<file path="src/pkg/slm_pkg.sv">
// constants and types of the supply level monitor register block
package slm_pkg;

   localparam int ADDR_W = 8;
   localparam int DATA_W = 8;
   localparam int LEVEL_W = 3;
   localparam int THRESH_W = 5;

   // register byte offsets
   localparam logic [7:0] ADDR_LEVEL_CTRL = 8'h08;
   localparam logic [7:0] ADDR_IRQ_CTRL = 8'h09;
   localparam logic [7:0] ADDR_IRQ_FLAGS = 8'h0A;
   localparam logic [7:0] ADDR_STATUS = 8'h0B;

   // field positions
   localparam int MARGIN_LSB = 0;
   localparam int IE_BIT = 0;
   localparam int EVSEL_LSB = 1;
   localparam int FLAG_BIT = 0;
   localparam int BELOW_BIT = 0;

   // values after reset
   localparam logic [1:0] MARGIN_RST = 2'h0;
   localparam logic [1:0] EVSEL_RST = 2'h0;
   localparam logic IE_RST = 1'b0;
   localparam logic FLAG_RST = 1'b0;
   localparam logic BELOW_RST = 1'b0;
   localparam logic [7:0] RDATA_RST = 8'h00;

   typedef enum logic [1:0] {
      MARGIN_5PCT = 2'b00,
      MARGIN_15PCT = 2'b01,
      MARGIN_25PCT = 2'b10,
      MARGIN_RSVD = 2'b11
   } margin_t;

   typedef enum logic [1:0] {
      EV_FALL = 2'b00,
      EV_RISE = 2'b01,
      EV_CROSS = 2'b10,
      EV_RSVD = 2'b11
   } crossing_t;

   typedef enum logic [1:0] {
      BO_OFF = 2'b00,
      BO_CONT = 2'b01,
      BO_SAMPLED = 2'b10,
      BO_CONT_WAKE = 2'b11
   } bo_mode_t;

endpackage : slm_pkg

</file>
<file path="src/logic/supply_level_monitor_regs.sv">
// register and interrupt logic of the supply level monitor
//
// Implementation choice: the plain strobed port.
`timescale 1ns/1ns

module supply_level_monitor_regs
   import slm_pkg::*;
(
   // clock and reset
   input wire logic CLK,
   input wire logic RSTN,
   // register port
   input wire logic [ADDR_W-1:0] ADDR,
   input wire logic [DATA_W-1:0] WDATA,
   input wire logic WR,
   input wire logic RD,
   output logic [DATA_W-1:0] RDATA,
   // brown-out detector
   input wire logic [1:0] BROWNOUT_MODE,
   input wire logic BROWNOUT_SAMPLE,
   input wire logic [LEVEL_W-1:0] BROWNOUT_LEVEL_SEL,
   // analog comparator
   input wire logic CMP_BELOW,
   output logic [THRESH_W-1:0] THRESHOLD_SEL,
   // interrupt
   output logic IRQ
);

   ////////////////////////////////////////////////////////////////////////////////
   // declarations

   logic [1:0] threshold_margin_sel;
   logic [1:0] next_threshold_margin_sel;
   logic [1:0] crossing_event_sel;
   logic [1:0] next_crossing_event_sel;
   logic monitor_irq_enable;
   logic next_monitor_irq_enable;
   logic monitor_irq_flag;
   logic next_monitor_irq_flag;
   logic below_threshold_state;
   logic next_below_threshold_state;
   logic [THRESH_W-1:0] thresh;
   logic [THRESH_W-1:0] next_thresh;
   logic irq;
   logic next_irq;
   logic [DATA_W-1:0] rdata;
   logic [DATA_W-1:0] next_rdata;
   logic cmp_meta;
   logic cmp_sync;
   logic wr_level;
   logic wr_ctrl;
   logic wr_flags;
   logic rd_flags;
   logic rd_status;
   logic enabled;
   logic evaluate;
   logic event_hit;
   logic flag_clear;

   assign RDATA = rdata;
   assign THRESHOLD_SEL = thresh;
   assign IRQ = irq;

   ////////////////////////////////////////////////////////////////////////////////
   // comparator synchroniser

   always_ff @(posedge CLK or negedge RSTN) begin
      if (!RSTN) begin
         cmp_meta <= 1'b0;
         cmp_sync <= 1'b0;
      end else begin
         cmp_meta <= CMP_BELOW;
         cmp_sync <= cmp_meta;
      end
   end

   ////////////////////////////////////////////////////////////////////////////////
   // decode

   assign wr_level = WR && (ADDR == ADDR_LEVEL_CTRL);
   assign wr_ctrl = WR && (ADDR == ADDR_IRQ_CTRL);
   assign wr_flags = WR && (ADDR == ADDR_IRQ_FLAGS);
   assign rd_flags = RD && (ADDR == ADDR_IRQ_FLAGS);
   assign rd_status = RD && (ADDR == ADDR_STATUS);

   // monitor runs only with the detector on, sampled mode only at strobes
   assign enabled = (bo_mode_t'(BROWNOUT_MODE) != BO_OFF);
   assign evaluate = enabled && ((bo_mode_t'(BROWNOUT_MODE) != BO_SAMPLED) || BROWNOUT_SAMPLE);

   always_comb begin
      case (crossing_t'(crossing_event_sel))
         EV_FALL: begin
            event_hit = evaluate && !below_threshold_state && cmp_sync;
         end
         EV_RISE: begin
            event_hit = evaluate && below_threshold_state && !cmp_sync;
         end
         EV_CROSS: begin
            event_hit = evaluate && (below_threshold_state != cmp_sync);
         end
         default: begin
            event_hit = 1'b0;
         end
      endcase
   end

   // read of the flag register also clears it
   assign flag_clear = (wr_flags && WDATA[FLAG_BIT]) || rd_flags;

   ////////////////////////////////////////////////////////////////////////////////
   // control and state registers

   always_comb begin
      next_threshold_margin_sel = threshold_margin_sel;
      next_crossing_event_sel = crossing_event_sel;
      next_monitor_irq_enable = monitor_irq_enable;
      next_monitor_irq_flag = monitor_irq_flag;
      next_below_threshold_state = below_threshold_state;
      if (wr_level) begin
         next_threshold_margin_sel = WDATA[MARGIN_LSB+:2];
      end
      if (wr_ctrl) begin
         next_monitor_irq_enable = WDATA[IE_BIT];
         next_crossing_event_sel = WDATA[EVSEL_LSB+:2];
      end
      if (evaluate) begin
         next_below_threshold_state = cmp_sync;
      end
      if (flag_clear) begin
         next_monitor_irq_flag = 1'b0;
      end
      if (event_hit) begin
         next_monitor_irq_flag = 1'b1;
      end
      // threshold always relative to the live brown-out level
      next_thresh = {BROWNOUT_LEVEL_SEL, next_threshold_margin_sel};
      next_irq = next_monitor_irq_flag && next_monitor_irq_enable && enabled;
   end

   always_ff @(posedge CLK or negedge RSTN) begin
      if (!RSTN) begin
         threshold_margin_sel <= MARGIN_RST;
         crossing_event_sel <= EVSEL_RST;
         monitor_irq_enable <= IE_RST;
         monitor_irq_flag <= FLAG_RST;
         below_threshold_state <= BELOW_RST;
         thresh <= '0;
         irq <= 1'b0;
      end else begin
         threshold_margin_sel <= next_threshold_margin_sel;
         crossing_event_sel <= next_crossing_event_sel;
         monitor_irq_enable <= next_monitor_irq_enable;
         monitor_irq_flag <= next_monitor_irq_flag;
         below_threshold_state <= next_below_threshold_state;
         thresh <= next_thresh;
         irq <= next_irq;
      end
   end

   ////////////////////////////////////////////////////////////////////////////////
   // read data, valid only in the cycle after the strobe

   always_comb begin
      next_rdata = RDATA_RST;
      if (RD) begin
         case (ADDR)
            ADDR_LEVEL_CTRL: begin
               next_rdata[MARGIN_LSB+:2] = threshold_margin_sel;
            end
            ADDR_IRQ_CTRL: begin
               next_rdata[IE_BIT] = monitor_irq_enable;
               next_rdata[EVSEL_LSB+:2] = crossing_event_sel;
            end
            ADDR_IRQ_FLAGS: begin
               next_rdata[FLAG_BIT] = monitor_irq_flag;
            end
            ADDR_STATUS: begin
               next_rdata[BELOW_BIT] = below_threshold_state;
            end
            default: begin
               next_rdata = RDATA_RST;
            end
         endcase
      end
   end

   always_ff @(posedge CLK or negedge RSTN) begin
      if (!RSTN) begin
         rdata <= RDATA_RST;
      end else begin
         rdata <= next_rdata;
      end
   end

   ////////////////////////////////////////////////////////////////////////////////
   // checks

   property p_margin_write;
      @(posedge CLK) disable iff (!RSTN)
      wr_level |=> (threshold_margin_sel == $past(WDATA[1:0])) && (THRESHOLD_SEL[1:0] == $past(WDATA[1:0]));
   endproperty
   a_margin_write: assert property (p_margin_write) else $error("margin write not applied");

   property p_level_follow;
      @(posedge CLK) disable iff (!RSTN)
      1'b1 |=> THRESHOLD_SEL[4:2] == $past(BROWNOUT_LEVEL_SEL);
   endproperty
   a_level_follow: assert property (p_level_follow) else $error("threshold not tied to level");

   property p_reserved_event;
      @(posedge CLK) disable iff (!RSTN)
      (crossing_event_sel == EV_RSVD && !monitor_irq_flag) |=> !monitor_irq_flag;
   endproperty
   a_reserved_event: assert property (p_reserved_event) else $error("reserved select set flag");

   property p_fall_event;
      @(posedge CLK) disable iff (!RSTN)
      (evaluate && crossing_event_sel == EV_FALL && !below_threshold_state && cmp_sync) |=> monitor_irq_flag;
   endproperty
   a_fall_event: assert property (p_fall_event) else $error("fall event missed");

   property p_enable_write;
      @(posedge CLK) disable iff (!RSTN)
      wr_ctrl |=> monitor_irq_enable == $past(WDATA[0]);
   endproperty
   a_enable_write: assert property (p_enable_write) else $error("enable write not applied");

   property p_cross_event;
      @(posedge CLK) disable iff (!RSTN)
      (evaluate && crossing_event_sel == EV_CROSS && below_threshold_state != cmp_sync) |=> monitor_irq_flag;
   endproperty
   a_cross_event: assert property (p_cross_event) else $error("cross event missed");

   property p_hold_disabled;
      @(posedge CLK) disable iff (!RSTN)
      (!enabled && !flag_clear) |=> $stable(monitor_irq_flag) && $stable(below_threshold_state);
   endproperty
   a_hold_disabled: assert property (p_hold_disabled) else $error("flag moved while detector off");

   property p_status_read;
      @(posedge CLK) disable iff (!RSTN)
      rd_status |=> RDATA == {7'h00, $past(below_threshold_state)};
   endproperty
   a_status_read: assert property (p_status_read) else $error("status read wrong");

   property p_irq_level;
      @(posedge CLK) disable iff (!RSTN)
      (monitor_irq_flag && monitor_irq_enable && enabled)[*2] |-> IRQ;
   endproperty
   a_irq_level: assert property (p_irq_level) else $error("request not raised");

   property p_irq_off;
      @(posedge CLK) disable iff (!RSTN)
      !enabled |=> !IRQ;
   endproperty
   a_irq_off: assert property (p_irq_off) else $error("request while detector off");

   property p_sampled_hold;
      @(posedge CLK) disable iff (!RSTN)
      (enabled && BROWNOUT_MODE == BO_SAMPLED && !BROWNOUT_SAMPLE) |=> $stable(below_threshold_state);
   endproperty
   a_sampled_hold: assert property (p_sampled_hold) else $error("evaluated between samples");

   property p_clear_wins_not;
      @(posedge CLK) disable iff (!RSTN)
      (wr_flags && WDATA[0] && event_hit) |=> monitor_irq_flag;
   endproperty
   a_clear_wins_not: assert property (p_clear_wins_not) else $error("set lost to clear");

   property p_flag_clear;
      @(posedge CLK) disable iff (!RSTN)
      (wr_flags && WDATA[0] && !event_hit) |=> !monitor_irq_flag && !IRQ;
   endproperty
   a_flag_clear: assert property (p_flag_clear) else $error("flag not cleared");

   property p_rise_event;
      @(posedge CLK) disable iff (!RSTN)
      (evaluate && crossing_event_sel == EV_RISE && below_threshold_state && !cmp_sync) |=> monitor_irq_flag;
   endproperty
   a_rise_event: assert property (p_rise_event) else $error("rise event missed");

   property p_status_track;
      @(posedge CLK) disable iff (!RSTN)
      evaluate |=> below_threshold_state == $past(cmp_sync);
   endproperty
   a_status_track: assert property (p_status_track) else $error("status not updated");

   property p_enable_gate;
      @(posedge CLK) disable iff (!RSTN)
      (!monitor_irq_enable && !wr_ctrl) |=> !IRQ;
   endproperty
   a_enable_gate: assert property (p_enable_gate) else $error("request with enable off");

   property p_flag_read;
      @(posedge CLK) disable iff (!RSTN)
      rd_flags |=> RDATA[FLAG_BIT] == $past(monitor_irq_flag);
   endproperty
   a_flag_read: assert property (p_flag_read) else $error("flag read wrong");

   property p_read_clear;
      @(posedge CLK) disable iff (!RSTN)
      (rd_flags && !event_hit) |=> !monitor_irq_flag;
   endproperty
   a_read_clear: assert property (p_read_clear) else $error("flag not cleared by read");

   property p_irq_needs_flag;
      @(posedge CLK) disable iff (!RSTN)
      !monitor_irq_flag |-> !IRQ;
   endproperty
   a_irq_needs_flag: assert property (p_irq_needs_flag) else $error("request without flag");

endmodule : supply_level_monitor_regs

</file>
<file path="config.mk">
export PLATFORM = sky130hd
export DESIGN_NAME = supply_level_monitor_regs
export DESIGN_NICKNAME = d
export VERILOG_FILES = /design/src/pkg/slm_pkg.sv /design/src/logic/supply_level_monitor_regs.sv
export SDC_FILE = /design/constraint.sdc
export NUM_CORES = 1
export LEC_CHECK = 0
export BUFFER_PORTS_ARGS = -buffer_cell sky130_fd_sc_hd__buf_4
export CORE_UTILIZATION = 40
export CTS_CLUSTER_SIZE = 30
export DETAILED_ROUTE_END_ITERATION = 8
export PLACE_DENSITY = 0.69
export RECOVER_POWER = 50
export SYNTH_ARGS = -nofsm -noshare
export SYNTH_HDL_FRONTEND = slang
export SYNTH_SLANG_ARGS = --single-unit
export TNS_END_PERCENT = 20
</file>
<file path="constraint.sdc">
create_clock -name CLK -period 3.76 [get_ports CLK]
set_clock_uncertainty 0.15 [all_clocks]
set_input_delay 0.752 -clock CLK [delete_from_list [all_inputs] [get_ports CLK]]
set_output_delay 0.752 -clock CLK [all_outputs]
set_load 0.02 [all_outputs]
</file>
---- Word level (Yosys, flattened, before mapping) ----
Index checks and enable logic that the tools add are counted.
word-level totals
  logic and storage cells ................. 46
  input bits .............................. 27
  bits in registers ....................... 18
  output and inout bits ................... 14
cells by class
  reductions and logical operators ........ 19
  muxes and demuxes ....................... 9
  eq/ne operators ......................... 8
operators with widths
  kind                                            count
  == test 8 x 4 -> 1 bit (second input constant)  4
  logical AND 1 bit                               13
  two-way mux 1 bit                               4
  case mux 1 bit (4 select lines)                 1
  two-way mux 3 bit                               1
  case mux 1 bit (3 select lines)                 1
  == test 2 x 1 -> 1 bit (second input constant)  1
  == test 2 bit (second input constant)           1
  logical NOT 1 bit                               2
  logical NOT 2 bit                               1
  logical OR 1 bit                                2
  two-way mux 2 bit                               1
  != test 2 bit (second input constant)           1
  case mux 1 bit (2 select lines)                 1
  nonzero test 2 bit                              1
  != test 1 bit                                   1

---- Longest topological paths before layout ----
  depth after elaboration ................. 9
  depth in mapped cells ................... 3
  depth with buffers taken out ............ 3

---- Worst setup path after synthesis ----
OpenSTA, ideal clock, no wires.
  path kind ............................... in2reg
  from .................................... input ADDR[5]
  to ...................................... register irq, in the netlist IRQ
  required time ........................... 3.470 ns
  path slack .............................. 1.709 ns
  library setup time ...................... 0.140 ns
  stages .................................. 3
  arrival ................................. 1.761 ns
  path buffers ............................ 0
  cell sequence ........................... or4_4 -> o41ai_2 -> a22oi_1
on the way
  word-level cells in the longest chain between the ends .. 8
  elaborated cells on any way between the ends .. 12
  those cells by class .................... eq/ne (2); mux (3); reduce/logical (7)
RTL lines
  element                             RTL line                                                          RTL
  start, declared                     supply_level_monitor_regs.sv:13                                   input wire logic [ADDR_W-1:0] ADDR,
  == test 8 x 4 -> 1 bit              supply_level_monitor_regs.sv:82, supply_level_monitor_regs.sv:83
  logical AND 1 bit                   supply_level_monitor_regs.sv:82                                   assign wr_flags = WR && (ADDR == ADDR_IRQ_FLAGS);
  logical AND 1 bit                   supply_level_monitor_regs.sv:108                                  assign flag_clear = (wr_flags && WDATA[FLAG_BIT]) || rd_flags;
  logical OR 1 bit                    supply_level_monitor_regs.sv:108
  two-way mux 1 bit                   supply_level_monitor_regs.sv:129                                  if (flag_clear) begin
  two-way mux 1 bit                   supply_level_monitor_regs.sv:132                                  if (event_hit) begin
  logical AND 1 bit (*) (2 in a row)  supply_level_monitor_regs.sv:137                                  next_irq = next_monitor_irq_flag && next_monitor_irq_enable && enabled;
  net next_irq                        supply_level_monitor_regs.sv:45                                   logic next_irq;
  end signal, assigned                supply_level_monitor_regs.sv:156                                  irq <= next_irq;
  end, declared                       supply_level_monitor_regs.sv:44                                   logic irq;
The timed path passes the listed nets; every way through them passes the cells marked *.
A chain may end at the register's enable or synchronous reset.

---- Worst setup path in the final report ----
  from .................................... input ADDR[1]
  to ...................................... register monitor_irq_enable
on the way
  word-level cells in the longest chain between the ends .. 3
RTL lines
  element                      RTL line                          RTL
  == test 8 x 4 -> 1 bit       supply_level_monitor_regs.sv:81   assign wr_ctrl = WR && (ADDR == ADDR_IRQ_CTRL);
  logical AND 1 bit            supply_level_monitor_regs.sv:81
  two-way mux 1 bit            supply_level_monitor_regs.sv:122  if (wr_ctrl) begin
  net next_monitor_irq_enable  supply_level_monitor_regs.sv:37   logic next_monitor_irq_enable;
  end signal, assigned         supply_level_monitor_regs.sv:152  monitor_irq_enable <= next_monitor_irq_enable;
  end, declared                supply_level_monitor_regs.sv:36   logic monitor_irq_enable;
The timed path passes the listed nets, and every way through them passes these cells.

==> summary.md <==
| Metric | Value |
|---|---|
| Worst reg2reg startpoint | `below_threshold_state$_DFFE_PN0P_` |
| DRC errors left | `0` |
| Vias in the first global route | `526` |
| Syn. warnings | `0` |
| Clock transition at path regs | `0.08 ns` |
| Critical path origin | `ADDR[1]` |
| Post-Syn Area | `736 um^2` |
| Commonest non-fill, non-tap cell in the layout | `buf_4` |
| FP Rows | `15` |
| Cts bufs inserted | `3` |
| Placed inst area | `970 um^2` |
| Hold Vio Cnt, Final | `0` |
| Total wire length | `1410 um` |
| Max-cap viol count | `0` |
| Layout area overhead | `34.4%` |
| CTS tree | `built` |
| Total power | `0.321 mW` |
| Worst slew pin tran | `0.852 ns` |
| CTS Buffer Depth | `2` |
| Sink Count | `16` |
| Die Wd | `44.9 um` |
| Hold_buf cts | `0` |
| RSZ-0062 raised after global routing | `no` |
| CTS H-Tree Depth | `1` |
| Die H | `44.9 um` |
| Nets | `118` |
| Core region area | `0.00173 mm^2` |
| Leakage | `0.484 nW` |
| Worst skew pair latency | `0.28 ns` |
| ANT cells | `0` |
| Die ar. | `0.00201 mm^2` |
| Post-DRT Antenna Nets | `0` |
| Postcts setup bufs | `0` |
| Avg WL per Cell | `12.4 um` |
| Root Buffer | `clkbuf_4` |
| Share of cells above drive strength 1 | `0.483` |
| Number of vias per cell | `4.98` |
| Critical Path RT | `3.78 ns` |
| Layout Cells excl Fill | `114` |
| Pre-antenna DRT Iters | `4` |
| Final worst path period share | `0.540` |
| CTS resizes | `0` |
| Crit path DAT | `2.05 ns` |
| Netlist cell types | `26` |
| Worst hold start | `cmp_meta$_DFF_PN0_` |
| Ports | `41` |
| GPL Wtd Cong | `0.766` |
| CP Launch Type | `input pin` |
| WHS | `0.209 ns` |
| Crit Path Category | `input pin to flop` |
| Final instance area | `988 um^2` |
| Post-Synthesis Cells | `57` |
| Vias | `568` |
| Hpwl dp | `1150 um` |
| Setup crit end kind | `flop` |
| Final setup fails | `0` |
| Yosys reg bits | `16` |
| IO Port Bufs | `30` |
| Final worst slack | `1.73 ns` |
| Crit path time final | `2.03 ns` |
| FMAX | `493 MHz` |
| First-pass GRT wire length | `2130 um` |
| Worst VDD drop | `0.245 mV` |
| Status | `finished clean` |
| Post-Syn Area per Cell | `12.9 um^2` |
| P per Cell Area | `325 mW/mm^2` |
| Placed Cells | `111` |
| Grt ovf | `0` |
| Core Util, Final | `0.572` |
| Part of the Yosys area used for sequential elements | `0.544` |
| Setup WS pre-CTS | `1.45 ns` |
| Commonest cells after routing, fill and taps aside | `buf_4 (26), dfrtp_1 (16), mux2_2 (6), clkbuf_4 (6), conb_1 (5)` |
| Worst slew margin | `0.432` |
| Worst-path fanout max | `5` |
| Initial Util | `0.426` |
| Setup TNS | `0 ns` |
| Starting DRC count in detailed routing | `11` |
| Min-Delay Path Class | `flop to flop` |
| Final slew viol count | `0` |
| Total GRT Usage | `0.158` |
| Largest net degree at the start of global routing | `17` |
| Initial antenna violation count | `0` |
## final cells by class
cell class | count | area [um^2]
sequential | 16 | 400
tap | 25 | 31.3
multi-input combinational | 40 | 313
fill | 159 | 738
clock buffer | 3 | 22.5
timing repair buffer | 30 | 221
## critical path: stages
cell     delay [ns]
buf_4          0.12
nor3b_1        0.48
and3_1         0.34
mux2_2         0.35
## synthesized netlist by cell type
cell,number,area share
a21o_1,1,0.010
a21oi_1,1,0.0068
a22oi_1,1,0.010
a31o_2,1,0.012
and2_1,1,0.0085
and3_1,2,0.017
buf_4,5,0.051
conb_1,1,0.0051
dfrtp_1,16,0.54
mux2_2,6,0.092
mux2i_1,1,0.014
mux4_2,1,0.031
nand2_1,2,0.010
nand2b_1,2,0.017
nand3_1,1,0.0068
nand4_1,1,0.0085
nand4b_1,1,0.012
nor2_1,3,0.015
nor3b_1,2,0.020
nor4_2,1,0.017
nor4bb_1,2,0.027
o21a_1,1,0.010
o21ai_0,1,0.0068
o31ai_1,1,0.010
o41ai_2,1,0.022
or4_4,1,0.015
## sequential cells by signal, indices dropped and copies added (netlist names)
| name | count |
|---|---|
| THRESHOLD_SEL | 5 |
| cmp_sync | 1 |
| cmp_meta | 1 |
| IRQ | 1 |
| monitor_irq_flag | 1 |
| crossing_event_sel | 2 |
| RDATA | 3 |
| monitor_irq_enable | 1 |
| below_threshold_state | 1 |
## report_power, final
| part | total (mW) | internal, mW | switching (mW) |
|---|---|---|---|
| Combinational | 0.0527 | 0.0276 | 0.0251 |
| Clock | 0.0846 | 0.0372 | 0.0474 |
| Sequential | 0.184 | 0.179 | 0.00483 |
## routing by layer
| layer | part of all wire | wire [um] | up-vias | track usage |
|---|---|---|---|---|
| met5 | 0 | 0 | - | 0 |
| met3 | 0.098 | 138 | 3 | 0.0360 |
| met4 | 0.018 | 26 | 0 | 0.0909 |
| li1 | - | - | 267 | - |
| met1 | 0.42 | 589 | 261 | 0.185 |
| met2 | 0.47 | 660 | 37 | 0.268 |
## worst paths after layout
path	slack [ns]	to	depth (start not counted)
worst max-delay path	1.73	monitor_irq_enable$_DFF_PN0_	4
worst min-delay path	0.21	cmp_sync$_DFF_PN0_	0
worst max register to register	2.42	RDATA[0]$_DFF_PN0_	2
worst min register to register	0.21	cmp_sync$_DFF_PN0_	0
max in group asynchronous	2.54	below_threshold_state$_DFFE_PN0P_	1
min in group asynchronous	0.40	RDATA[0]$_DFF_PN0_	1
## logic make-up (layout without fill, tap and decap cells)
family,count (synthesis),in the layout,share of synthesized area
buffers and inverters,5,33,0.0510
flip-flops,16,16,0.544
other,1,5,0.00510
multiplexers,8,8,0.136
AND/OR/NAND/NOR,19,19,0.175
AO/OA/AOI/OAI,8,8,0.0884
Note: power is estimated with default switching activity, not from simulation.
